`config.mk`:
```
export PLATFORM = sky130hd
export DESIGN_NAME = timer_pair_capture_pingpong
export DESIGN_NICKNAME = d
export VERILOG_FILES = /design/src/design/timer_pair_pkg.sv /design/src/design/timer_pair_capture_pingpong.sv
export SDC_FILE = /design/constraint.sdc
export NUM_CORES = 1
export LEC_CHECK = 0
export ABC_AREA = 1
export BUFFER_PORTS_ARGS = -buffer_cell sky130_fd_sc_hd__clkbuf_2
export CAP_MARGIN = 10
export CORE_AREA = 4 4 166 232
export DETAILED_ROUTE_END_ITERATION = 8
export DIE_AREA = 0 0 170 236
export GPL_TIMING_DRIVEN = 1
export SETUP_SLACK_MARGIN = 0.3
export SLEW_MARGIN = 20
export SYNTH_ARGS = -nofsm -noshare
export SYNTH_HDL_FRONTEND = slang
export SYNTH_SLANG_ARGS = --single-unit
```
`constraint.sdc`:
```
create_clock -name clk -period 2.2 [get_ports clk]
set_input_delay 0.44 -clock clk [delete_from_list [all_inputs] [get_ports clk]]
set_output_delay 0.44 -clock clk [all_outputs]
set_load 0.01 [all_outputs]
```
`src/design/timer_pair_pkg.sv`:
```
package timer_pair_pkg;

  // ----------------------------------------------------------------
  // register map (byte addresses, one word each)
  // ----------------------------------------------------------------
  localparam logic [7:0] OFF_NARROW_CTL = 8'h00;  // narrow_counter_control
  localparam logic [7:0] OFF_MODE_CTL   = 8'h04;  // counter_mode_control
  localparam logic [7:0] OFF_WIDE_CTL   = 8'h08;  // wide_counter_control
  localparam logic [7:0] OFF_NARROW_REL = 8'h0c;  // narrow_reload_high/low
  localparam logic [7:0] OFF_WIDE_REL   = 8'h10;  // wide_reload_high/low
  localparam logic [7:0] OFF_CAPTURE    = 8'h14;  // wide_capture_high/low
  localparam logic [7:0] OFF_COUNT      = 8'h18;  // live counts

  // ----------------------------------------------------------------
  // field positions
  // ----------------------------------------------------------------
  localparam int EN_BIT     = 7;  // counter enable
  localparam int SINGLE_BIT = 6;  // single-pass / single-edge
  localparam int TO_BIT     = 5;  // time-out status, write 1 clears
  localparam int CAPM_BIT   = 2;  // capture interrupt mask
  localparam int TOIE_BIT   = 1;  // time-out interrupt enable
  localparam int DEMOD_BIT  = 7;  // mode control: 1 = demodulation
  localparam int EDGE_NEG   = 5;  // edge select: falling edges
  localparam int EDGE_POS   = 4;  // edge select: rising edges
  localparam int OMODE_MSB  = 3;  // output mode / glitch filter field
  localparam int OMODE_LSB  = 2;
  localparam int N_INIT_BIT = 1;  // narrow initial level / rising status
  localparam int W_INIT_BIT = 0;  // wide initial level / falling status

  // ----------------------------------------------------------------
  // values
  // ----------------------------------------------------------------
  localparam logic [1:0]  RESP_OKAY   = 2'b00;
  localparam logic [1:0]  RESP_SLVERR = 2'b10;
  localparam logic [7:0]  NARROW_ONES = 8'hff;
  localparam logic [15:0] WIDE_ONES   = 16'hffff;
  localparam logic [7:0]  CTL_RST     = 8'h00;
  localparam logic [15:0] REL_RST     = 16'h0000;
  localparam logic [1:0]  FILT_SHIFT  = 2'h2;  // filter cycles = field * 4

  // byte-lane merge, used for the mode and reload registers
  function automatic logic [7:0] laneMerge(input logic [7:0] old, input logic [7:0] nw, input logic en);
    laneMerge = en ? nw : old;
  endfunction

  typedef enum logic [1:0] {
    OUT_NORMAL   = 2'b00,
    OUT_PINGPONG = 2'b01,
    OUT_FORCE0   = 2'b10,
    OUT_FORCE1   = 2'b11
  } outMode_t;

  // ----------------------------------------------------------------
  // whole state of the block
  // ----------------------------------------------------------------
  typedef struct packed {
    logic        awRdy;
    logic        wRdy;
    logic        bValid;
    logic [1:0]  bResp;
    logic        arRdy;
    logic        rValid;
    logic [1:0]  rResp;
    logic [31:0] rData;
    logic [7:0]  awAddr;
    logic [31:0] wData;
    logic [3:0]  wStrb;
    logic [7:0]  nCtl;
    logic [7:0]  mCtl;
    logic [7:0]  wCtl;
    logic [15:0] nRel;
    logic [15:0] wRel;
    logic [15:0] cap;
    logic        edgePos;
    logic        edgeNeg;
    logic [7:0]  nCnt;
    logic [15:0] wCnt;
    logic        nRun;
    logic        wRun;
    logic        started;
    logic        nOut;
    logic        wOut;
    logic        filt;
    logic        filtPrev;
    logic [3:0]  fCnt;
    logic        capIrq;
    logic        wToIrq;
    logic        nToIrq;
  } state_t;

  // filter starts at the receiver's idle high level, so no false edge follows reset
  localparam state_t ST_RST = '{awRdy: 1'b1, wRdy: 1'b1, arRdy: 1'b1, nOut: 1'b1, wOut: 1'b1,
                                nCtl: CTL_RST, mCtl: CTL_RST, wCtl: CTL_RST, filt: 1'b1, filtPrev: 1'b1,
                                nRel: REL_RST, wRel: REL_RST, default: '0};

endpackage

```
`src/design/timer_pair_capture_pingpong.sv`:
```
`timescale 1ns/1ps
// Behaviour
// - first selected edge captures then reloads
// - later edges capture complemented count, reload ones
// - edge capture sets edge status; every capture raises masked capture interrupt
// - single-edge set: later edges ignored
// - single-edge: narrow time-out captures without reload
// - writing single-edge 0 then 1 re-arms
// - demodulation: zero wraps to ones, time-out flagged
// - alternating starts by enable; narrow loads by level
// - narrow terminal hands over to wide counter
// - wide terminal hands back to narrow counter
// - each terminal may raise its time-out interrupt
// - mode field zero requests end of alternating
// - hardware clears enable bits on hand-over
// - time-out status set on every terminal count
// - alternating ends at next time-out only
// - time-out status cleared only by writing one
// - edge detector selects polarity, filters glitches
module timer_pair_capture_pingpong
  import timer_pair_pkg::*;
(
  input  wire logic        clk,
  input  wire logic        resetn,
  input  wire logic [7:0]  awaddr,
  input  wire logic        awvalid,
  output logic             awready,
  input  wire logic [31:0] wdata,
  input  wire logic [3:0]  wstrb,
  input  wire logic        wvalid,
  output logic             wready,
  output logic [1:0]       bresp,
  output logic             bvalid,
  input  wire logic        bready,
  input  wire logic [7:0]  araddr,
  input  wire logic        arvalid,
  output logic             arready,
  output logic [31:0]      rdata,
  output logic [1:0]       rresp,
  output logic             rvalid,
  input  wire logic        rready,
  input  wire logic        edgeIn,
  output logic             narrowOut,
  output logic             wideOut,
  output logic             captureIrq,
  output logic             narrowTimeoutIrq,
  output logic             wideTimeoutIrq
);

  // ----------------------------------------------------------------
  // state and decoded helpers
  // ----------------------------------------------------------------
  state_t   s;          // registered state
  state_t   n;          // next state
  outMode_t omode;      // output mode field
  logic     demod;      // demodulation mode
  logic     pingpong;   // alternating mode in transmit
  logic     doWr;       // address and data both held
  logic     wrN;        // write to narrow control
  logic     wrW;        // write to wide control
  logic     startN;     // narrow counter starts
  logic     startW;     // wide counter starts
  logic     stopN;      // narrow counter stopped by software
  logic     stopW;      // wide counter stopped by software
  logic     ppToW;      // hand-over narrow to wide
  logic     ppToN;      // hand-over wide to narrow
  logic     nTerm;      // narrow terminal count
  logic     wTerm;      // wide terminal count
  logic     posE;       // filtered rising edge
  logic     negE;       // filtered falling edge
  logic     edgeHit;    // selected edge seen
  logic     capEdge;    // capture on an edge
  logic     capTo;      // capture on narrow time-out
  logic [3:0] fLimit;   // glitch filter width in cycles

  assign demod    = s.mCtl[DEMOD_BIT];
  assign omode    = outMode_t'(s.mCtl[OMODE_MSB:OMODE_LSB]);
  assign pingpong = !demod && (omode == OUT_PINGPONG);
  assign doWr     = !s.awRdy && !s.wRdy && !s.bValid;
  assign wrN      = doWr && (s.awAddr == OFF_NARROW_CTL) && s.wStrb[0];
  assign wrW      = doWr && (s.awAddr == OFF_WIDE_CTL) && s.wStrb[0];
  assign nTerm    = s.nRun && (s.nCnt == 8'h00);
  assign wTerm    = s.wRun && (s.wCnt == 16'h0000);
  assign ppToW    = pingpong && nTerm;
  assign ppToN    = pingpong && wTerm;
  // only a falling enable stops: a bit cleared by hand-over may be written back as 0
  assign stopN    = wrN && s.nCtl[EN_BIT] && !s.wData[EN_BIT];
  assign stopW    = wrW && s.wCtl[EN_BIT] && !s.wData[EN_BIT];
  assign startN   = (wrN && s.wData[EN_BIT] && !s.nRun) || ppToN;
  assign startW   = (wrW && s.wData[EN_BIT] && !s.wRun) || ppToW;
  assign posE     = s.filt && !s.filtPrev;
  assign negE     = !s.filt && s.filtPrev;
  assign edgeHit  = (posE && s.mCtl[EDGE_POS]) || (negE && s.mCtl[EDGE_NEG]);
  assign capEdge  = demod && s.wRun && !startW && !stopW && edgeHit
                    && (!s.started || !s.wCtl[SINGLE_BIT]);
  assign capTo    = demod && s.wRun && !startW && !stopW && !capEdge && nTerm
                    && s.wCtl[SINGLE_BIT] && s.started;
  assign fLimit   = demod ? (4'(s.mCtl[OMODE_MSB:OMODE_LSB]) << FILT_SHIFT) : 4'h0;

  // ----------------------------------------------------------------
  // next-state logic
  // ----------------------------------------------------------------
  always_comb begin
    n        = s;
    n.capIrq = 1'b0;
    n.nToIrq = 1'b0;
    n.wToIrq = 1'b0;

    // write address and data channels, taken in either order
    if (s.awRdy && awvalid) begin
      n.awRdy  = 1'b0;
      n.awAddr = awaddr;
    end
    if (s.wRdy && wvalid) begin
      n.wRdy  = 1'b0;
      n.wData = wdata;
      n.wStrb = wstrb;
    end
    // response handshake frees both channels
    if (s.bValid && bready) begin
      n.bValid = 1'b0;
      n.awRdy  = 1'b1;
      n.wRdy   = 1'b1;
    end

    // register write once both halves are held
    if (doWr) begin
      n.bValid = 1'b1;
      n.bResp  = RESP_OKAY;
      if (s.awAddr == OFF_NARROW_CTL) begin
        if (s.wStrb[0]) begin
          n.nCtl         = s.wData[7:0];
          n.nCtl[TO_BIT] = s.nCtl[TO_BIT] && !s.wData[TO_BIT];
        end
      end else if (s.awAddr == OFF_MODE_CTL) begin
        n.mCtl = laneMerge(s.mCtl, s.wData[7:0], s.wStrb[0]);
        // in demodulation the low bits also read as edge status, write 1 clears
        if (s.wStrb[0] && demod) begin
          n.edgePos = s.edgePos && !s.wData[N_INIT_BIT];
          n.edgeNeg = s.edgeNeg && !s.wData[W_INIT_BIT];
        end
      end else if (s.awAddr == OFF_WIDE_CTL) begin
        if (s.wStrb[0]) begin
          n.wCtl         = s.wData[7:0];
          n.wCtl[TO_BIT] = s.wCtl[TO_BIT] && !s.wData[TO_BIT];
          // single-edge written 0 then 1 re-arms the first-edge capture
          if (s.wData[SINGLE_BIT] && !s.wCtl[SINGLE_BIT]) n.started = 1'b0;
        end
      end else if (s.awAddr == OFF_NARROW_REL) begin
        n.nRel = {laneMerge(s.nRel[15:8], s.wData[15:8], s.wStrb[1]),
                  laneMerge(s.nRel[7:0], s.wData[7:0], s.wStrb[0])};
      end else if (s.awAddr == OFF_WIDE_REL) begin
        n.wRel = {laneMerge(s.wRel[15:8], s.wData[15:8], s.wStrb[1]),
                  laneMerge(s.wRel[7:0], s.wData[7:0], s.wStrb[0])};
      end else if ((s.awAddr == OFF_CAPTURE) || (s.awAddr == OFF_COUNT)) begin
        n.bResp = RESP_OKAY;  // read-only, write ignored
      end else begin
        n.bResp = RESP_SLVERR;  // unmapped
      end
    end

    // read channel, one outstanding read
    if (s.rValid && rready) begin
      n.rValid = 1'b0;
      n.arRdy  = 1'b1;
    end
    if (s.arRdy && arvalid) begin
      n.arRdy  = 1'b0;
      n.rValid = 1'b1;
      n.rResp  = RESP_OKAY;
      n.rData  = 32'h0000_0000;
      if (araddr == OFF_NARROW_CTL) begin
        n.rData[7:0] = s.nCtl;
      end else if (araddr == OFF_MODE_CTL) begin
        n.rData[7:0] = demod ? {s.mCtl[7:2], s.edgePos, s.edgeNeg} : s.mCtl;
      end else if (araddr == OFF_WIDE_CTL) begin
        n.rData[7:0] = s.wCtl;
      end else if (araddr == OFF_NARROW_REL) begin
        n.rData[15:0] = s.nRel;
      end else if (araddr == OFF_WIDE_REL) begin
        n.rData[15:0] = s.wRel;
      end else if (araddr == OFF_CAPTURE) begin
        n.rData[15:0] = s.cap;
      end else if (araddr == OFF_COUNT) begin
        n.rData[23:0] = {s.nCnt, s.wCnt};
      end else begin
        n.rResp = RESP_SLVERR;
      end
    end

    // glitch filter: input must differ for longer than the limit
    n.filtPrev = s.filt;
    if (edgeIn == s.filt) begin
      n.fCnt = 4'h0;
    end else if (s.fCnt >= fLimit) begin
      n.filt = edgeIn;
      n.fCnt = 4'h0;
    end else begin
      n.fCnt = s.fCnt + 4'h1;
    end

    // narrow counter
    if (startN) begin
      n.nRun = 1'b1;
      n.nOut = s.mCtl[N_INIT_BIT];
      n.nCnt = s.mCtl[N_INIT_BIT] ? s.nRel[15:8] : s.nRel[7:0];
    end else if (stopN) begin
      n.nRun = 1'b0;
    end else if (nTerm) begin
      n.nCtl[TO_BIT] = 1'b1;
      n.nToIrq       = s.nCtl[TOIE_BIT];
      if (demod) begin
        n.nCnt = NARROW_ONES;
      end else begin
        n.nOut = !s.nOut;
        if (s.nCtl[SINGLE_BIT] || pingpong) begin
          n.nRun = 1'b0;
          if (pingpong) n.nCtl[EN_BIT] = 1'b0;
        end else begin
          n.nCnt = s.nOut ? s.nRel[7:0] : s.nRel[15:8];
        end
      end
    end else if (s.nRun) begin
      n.nCnt = s.nCnt - 8'h01;
    end else begin
      n.nOut = !s.mCtl[N_INIT_BIT];  // idle level
    end

    // wide counter
    if (startW) begin
      n.wRun = 1'b1;
      n.wOut = s.mCtl[W_INIT_BIT];
      n.wCnt = s.wRel;
      if (ppToW) n.wCtl[EN_BIT] = 1'b0;
      if (demod) n.started = 1'b0;
    end else if (stopW) begin
      n.wRun = 1'b0;
    end else if (s.wRun && demod) begin
      n.wCnt = s.wCnt - 16'h0001;  // zero wraps to all ones
      if (wTerm) begin
        n.wCtl[TO_BIT] = 1'b1;
        n.wToIrq       = s.wCtl[TOIE_BIT];
      end
      if (capEdge) begin
        n.cap     = ~s.wCnt;
        n.wCnt    = WIDE_ONES;
        n.started = 1'b1;
        n.edgePos = s.edgePos || posE;
        n.edgeNeg = s.edgeNeg || negE;
        n.capIrq  = s.wCtl[CAPM_BIT];
      end else if (capTo) begin
        n.cap    = ~s.wCnt;
        n.capIrq = s.wCtl[CAPM_BIT];
      end
    end else if (wTerm) begin
      n.wCtl[TO_BIT] = 1'b1;
      n.wToIrq       = s.wCtl[TOIE_BIT];
      n.wOut         = !s.wOut;
      if (s.wCtl[SINGLE_BIT] || pingpong) begin
        n.wRun = 1'b0;
        if (pingpong) n.wCtl[EN_BIT] = 1'b0;
      end else begin
        n.wCnt = s.wRel;
      end
    end else if (s.wRun) begin
      n.wCnt = s.wCnt - 16'h0001;
    end else begin
      n.wOut = !s.mCtl[W_INIT_BIT];
    end
    // forced wide output level in transmit mode, running or not
    if (!demod && ((omode == OUT_FORCE0) || (omode == OUT_FORCE1))) begin
      n.wOut = (omode == OUT_FORCE1);
    end
  end

  // ----------------------------------------------------------------
  // state register
  // ----------------------------------------------------------------
  always_ff @(posedge clk or negedge resetn) begin
    if (!resetn) begin
      s <= ST_RST;
    end else begin
      s <= n;
    end
  end

  // outputs straight from the state register
  assign awready          = s.awRdy;
  assign wready           = s.wRdy;
  assign bvalid           = s.bValid;
  assign bresp            = s.bResp;
  assign arready          = s.arRdy;
  assign rvalid           = s.rValid;
  assign rresp            = s.rResp;
  assign rdata            = s.rData;
  assign narrowOut        = s.nOut;
  assign wideOut          = s.wOut;
  assign captureIrq       = s.capIrq;
  assign narrowTimeoutIrq = s.nToIrq;
  assign wideTimeoutIrq   = s.wToIrq;
endmodule

```
==> run_results.csv <==
group,metric,value,unit
power,seqPwrFrac,39.6,%
synth,synth_fa_ha_area_share,0.973,%
detailed_routing,vias,8250,
final_layout,nNetsFinal,1347,
global_route,grt_overflow_total,0,
final_layout,syn_to_final_growth,27.8,%
setup_path,crit_arrival,2.33,ns
synth,synth_ff_type,"dfrtp_1",
synth,yosys.area_share.simple,27.4,%
hold_path,hold_class,"in -> reg",
synth,yosys-top-cells-area,"dfrtp_1, nand2_1, o21ai_0, inv_1, nor2_1",
setup_path,crit_fanout,8,
synth,synth_top_family_by_area,"simple AND/OR/NAND/NOR gates",
sta,fmax,503,MHz
final_layout,final_area,0.0115,mm^2
clock_tree,insertion_delay,0.46,ns
global_route,grt_pass1_vias,7770,
sta,rsz0062_at_grt,"yes",
final_layout,final_util,31.6,%
sta,whs,0.155,ns
clock_tree,clockRootBuffer,"clkbuf_16",
detailed_routing,dr.pass1.iters,7,
detailed_routing,vias_per_cell,4.69,
power,combPwrFrac,34.8,%
synth,synth_edf_count,0,
sta,worst_pin_slew,0.567,ns
clock_tree,cts.reportedPaths.clkPinSlew,0.07,ns
synth,synth-seq-area-share,47.1,%
synth,synthMuxAreaShare,1.00,%
die,start_util,24.7,%
power,net-switching-power,4.76,mW
die,fp-row-count,83,
place,port_buffers,77,
global_route,busiest_layer,"met2",
setup_path,end_kind,"register",
sta,fin_ws,0.211,ns
outcome,status,"finished clean",
setup_path,cp.required,2.54,ns
global_route,antenna_found_initial,1,
sta,finalHoldViolCount,0,
clock_tree,htreeDepth,4,
global_route,met2_usage,21.9,%
sta,fin_skew,0.0172,ns
global_route,grt_use_met3,2.51,%
detailed_routing,drc,0,
global_route,grt_pass1_wl,43000,um
synth,synth_xor_area_share,1.27,%
sta,post-route-period-util,90.4,%
die,die_w,170,um
power,max-vdd-ir-drop,0.505,mV
flow_run,maxCapViolations,0,
place,place_congestion,0.926,
sta,relSlewSlack,62.1,%
synth,yosys_warnings,0,
power,p_total,12.1,mW
final_layout,fill_cells,3836,
place,dpl-instance-area,0.0101,mm^2
clock_tree,cts_tree,"done",
detailed_routing,dr.first_iter.drc_count,582,
clock_tree,cts_buffers,17,
synth,synth-seq-cells,169,
global_route,grt_max_degree,49,
final_layout,drive_gt1_share,25.3,%
synth,syn_avg_cell_area,7.80,um^2
final_layout,final_cells,1760,
place,numPlacedInstances,1692,
power,power_leakage,5.57,nW
synth,synth-compound-area-share,12.3,%
clock_tree,clock-sinks,169,
die,num_io_pins,106,
synth,syn_inst,1153,
die,coreArea,0.0365,mm^2
power,power.internal,7.32,mW
clock_tree,clockBufferDepth,2,
die,die_y,236,um
power,pwr_density_cell,1050,mW/mm^2
sta,setup_viol_count_final,0,
die,dieArea,0.0401,mm^2
power,swShare,39.4,%
synth,netlist_area,0.00900,mm^2
synth,synth_top_area_share,45.1,%
synth,async_flop_share,100,%
setup_path,startpoint_type,"register",
place,dp_hpwl,21000,um
power,clkPwrFrac,25.6,%
setup_path,critPathKind,"reg -> reg",
synth,synth_top_area_cell,"dfrtp_1",
place,place_ws,0.138,ns
global_route,gr-usage-all-layers,13.8,%
detailed_routing,wl_per_cell,16.6,um
detailed_routing,antenna_left,0,
synth,ys_types,49,
final_layout,n_antenna_cell,0,
detailed_routing,wl,29200,um
sta,drv_slew,0,
sta,min_period,1.99,ns
global_route,grt_use_met1,17.6,%
sta,finalSetupTns,0,ns
## synth_stat cells, types with 3 or more instances
| cell | n |
|---|---|
| o21ai_2 | 3 |
| dfrtp_1 | 162 |
| mux2_2 | 8 |
| o21ai_1 | 7 |
| nand2_4 | 5 |
| xor2_1 | 9 |
| o22ai_1 | 3 |
| o211ai_1 | 13 |
| xnor2_1 | 4 |
| dfstp_2 | 7 |
| o2111ai_1 | 6 |
| buf_4 | 36 |
| nor2_2 | 8 |
| buf_6 | 3 |
| nor2_1 | 112 |
| nand4_1 | 20 |
| nand3_2 | 3 |
| nand2_2 | 8 |
| inv_1 | 122 |
| nor2_4 | 4 |
| a21oi_1 | 56 |
| nand3b_1 | 3 |
| o21ai_0 | 103 |
| buf_2 | 9 |
| clkbuf_1 | 18 |
| nand2_1 | 304 |
| nand3_1 | 75 |
| nor3_1 | 12 |
| ha_1 | 7 |
## placed cells by master (no fill, tap or decap), drive strengths merged, types with 2 or more instances in the layout
cell     instances
nand2          317
dfrtp          162
inv            128
nor2           124
o21ai          113
clkbuf          99
buf             85
nand3           79
a21oi           56
nand4           21
nor3            14
o211ai          13
conb            10
xor2             9
mux2             8
dfstp            7
ha               7
clkinv           7
o2111ai          6
xnor2            4
o22ai            3
nand3b           3
or2              2
a31oi            2
bufinv           2
## cells by family (layout without fill, tap and decap cells)
kind of cell / after synthesis / in the layout
buf+inv: 192 / 323
fa+ha+maj: 7 / 7
mux: 8 / 8
simple gates: 562 / 562
flops: 169 / 169
other cells: 1 / 10
compound gates: 201 / 201
xor+xnor: 13 / 13
## final timing paths
path	to	slack, ns	cells past startpoint	from
min reg2reg	s[7]	0.41	0	n[7]
min	awready	0.15	2	awvalid
min in group asynchronous	s[30]	0.50	2	resetn
max in group asynchronous	wideOut	0.97	3	resetn
max reg2reg	s[20]	0.21	11	s[154]
max	s[20]	0.21	11	s[154]
## area by class of cell
cell class	count	area, um^2	share of cell area, %
clock inverter	13	143	1.24
tap	467	584	5.08
clock buffer	19	453	3.94
multi-input combinational	801	4310	37.5
timing repair buffer	166	1290	11.2
inverter	125	479	4.17
sequential	169	4240	36.9
## power by group through the flow
| stage | Clock, mW | Combinational [mW] | Sequential [mW] |
|---|---|---|---|
| floorplan | 0 | 2.52 | 4.50 |
| global placement | 0 | 3.60 | 4.72 |
| detailed placement | 0 | 3.66 | 4.75 |
| CTS | 3.18 | 3.74 | 4.70 |
| global route | 3.30 | 4.71 | 4.87 |
| finish | 3.09 | 4.20 | 4.78 |
## timing repair
| action | 4_1_cts | 5_1_grt |
|---|---|---|
| gates cloned | 0 | 7 |
| hold endpoints to repair | 44 | 0 |
| resized for setup | 6 | 126 |
| hold buffers | 1 | 0 |
| buffers inserted | 3 | 25 |
| pin swaps | 2 | 42 |
| setup endpoints to repair | 32 | 66 |
## flip-flops by register name (all words and copies together), names as in the netlist
register and cells:
arready 1, awready 1, bresp 1, bvalid 1, captureIrq 1, demod 1
n 1, narrowOut 1, narrowTimeoutIrq 1, omode 2, rdata 24, rresp 1
rvalid 1, s 129, wideOut 1, wideTimeoutIrq 1, wready 1
## metal layers
metal  wire, um  share of wire [%]  vias to the layer above
met5          8              0.027                        -
met4       1580                5.4                        2
met3       1660                5.7                       62
met2      13700                 47                      288
met1      12200                 42                     3930
li1           -                  -                     3968
## critical path, stage by stage (launching register included)
cell and delay (ns):
dfrtp_1 0.38, nor2_2 0.16, nand2_2 0.13, nor2_4 0.19
nand4_4 0.17, nand4_1 0.21, buf_6 0.15, buf_4 0.13
buf_8 0.14, nand2_2 0.05, nand3b_1 0.09, o21ai_1 0.07
Note: power is estimated with default switching activity, not from simulation.
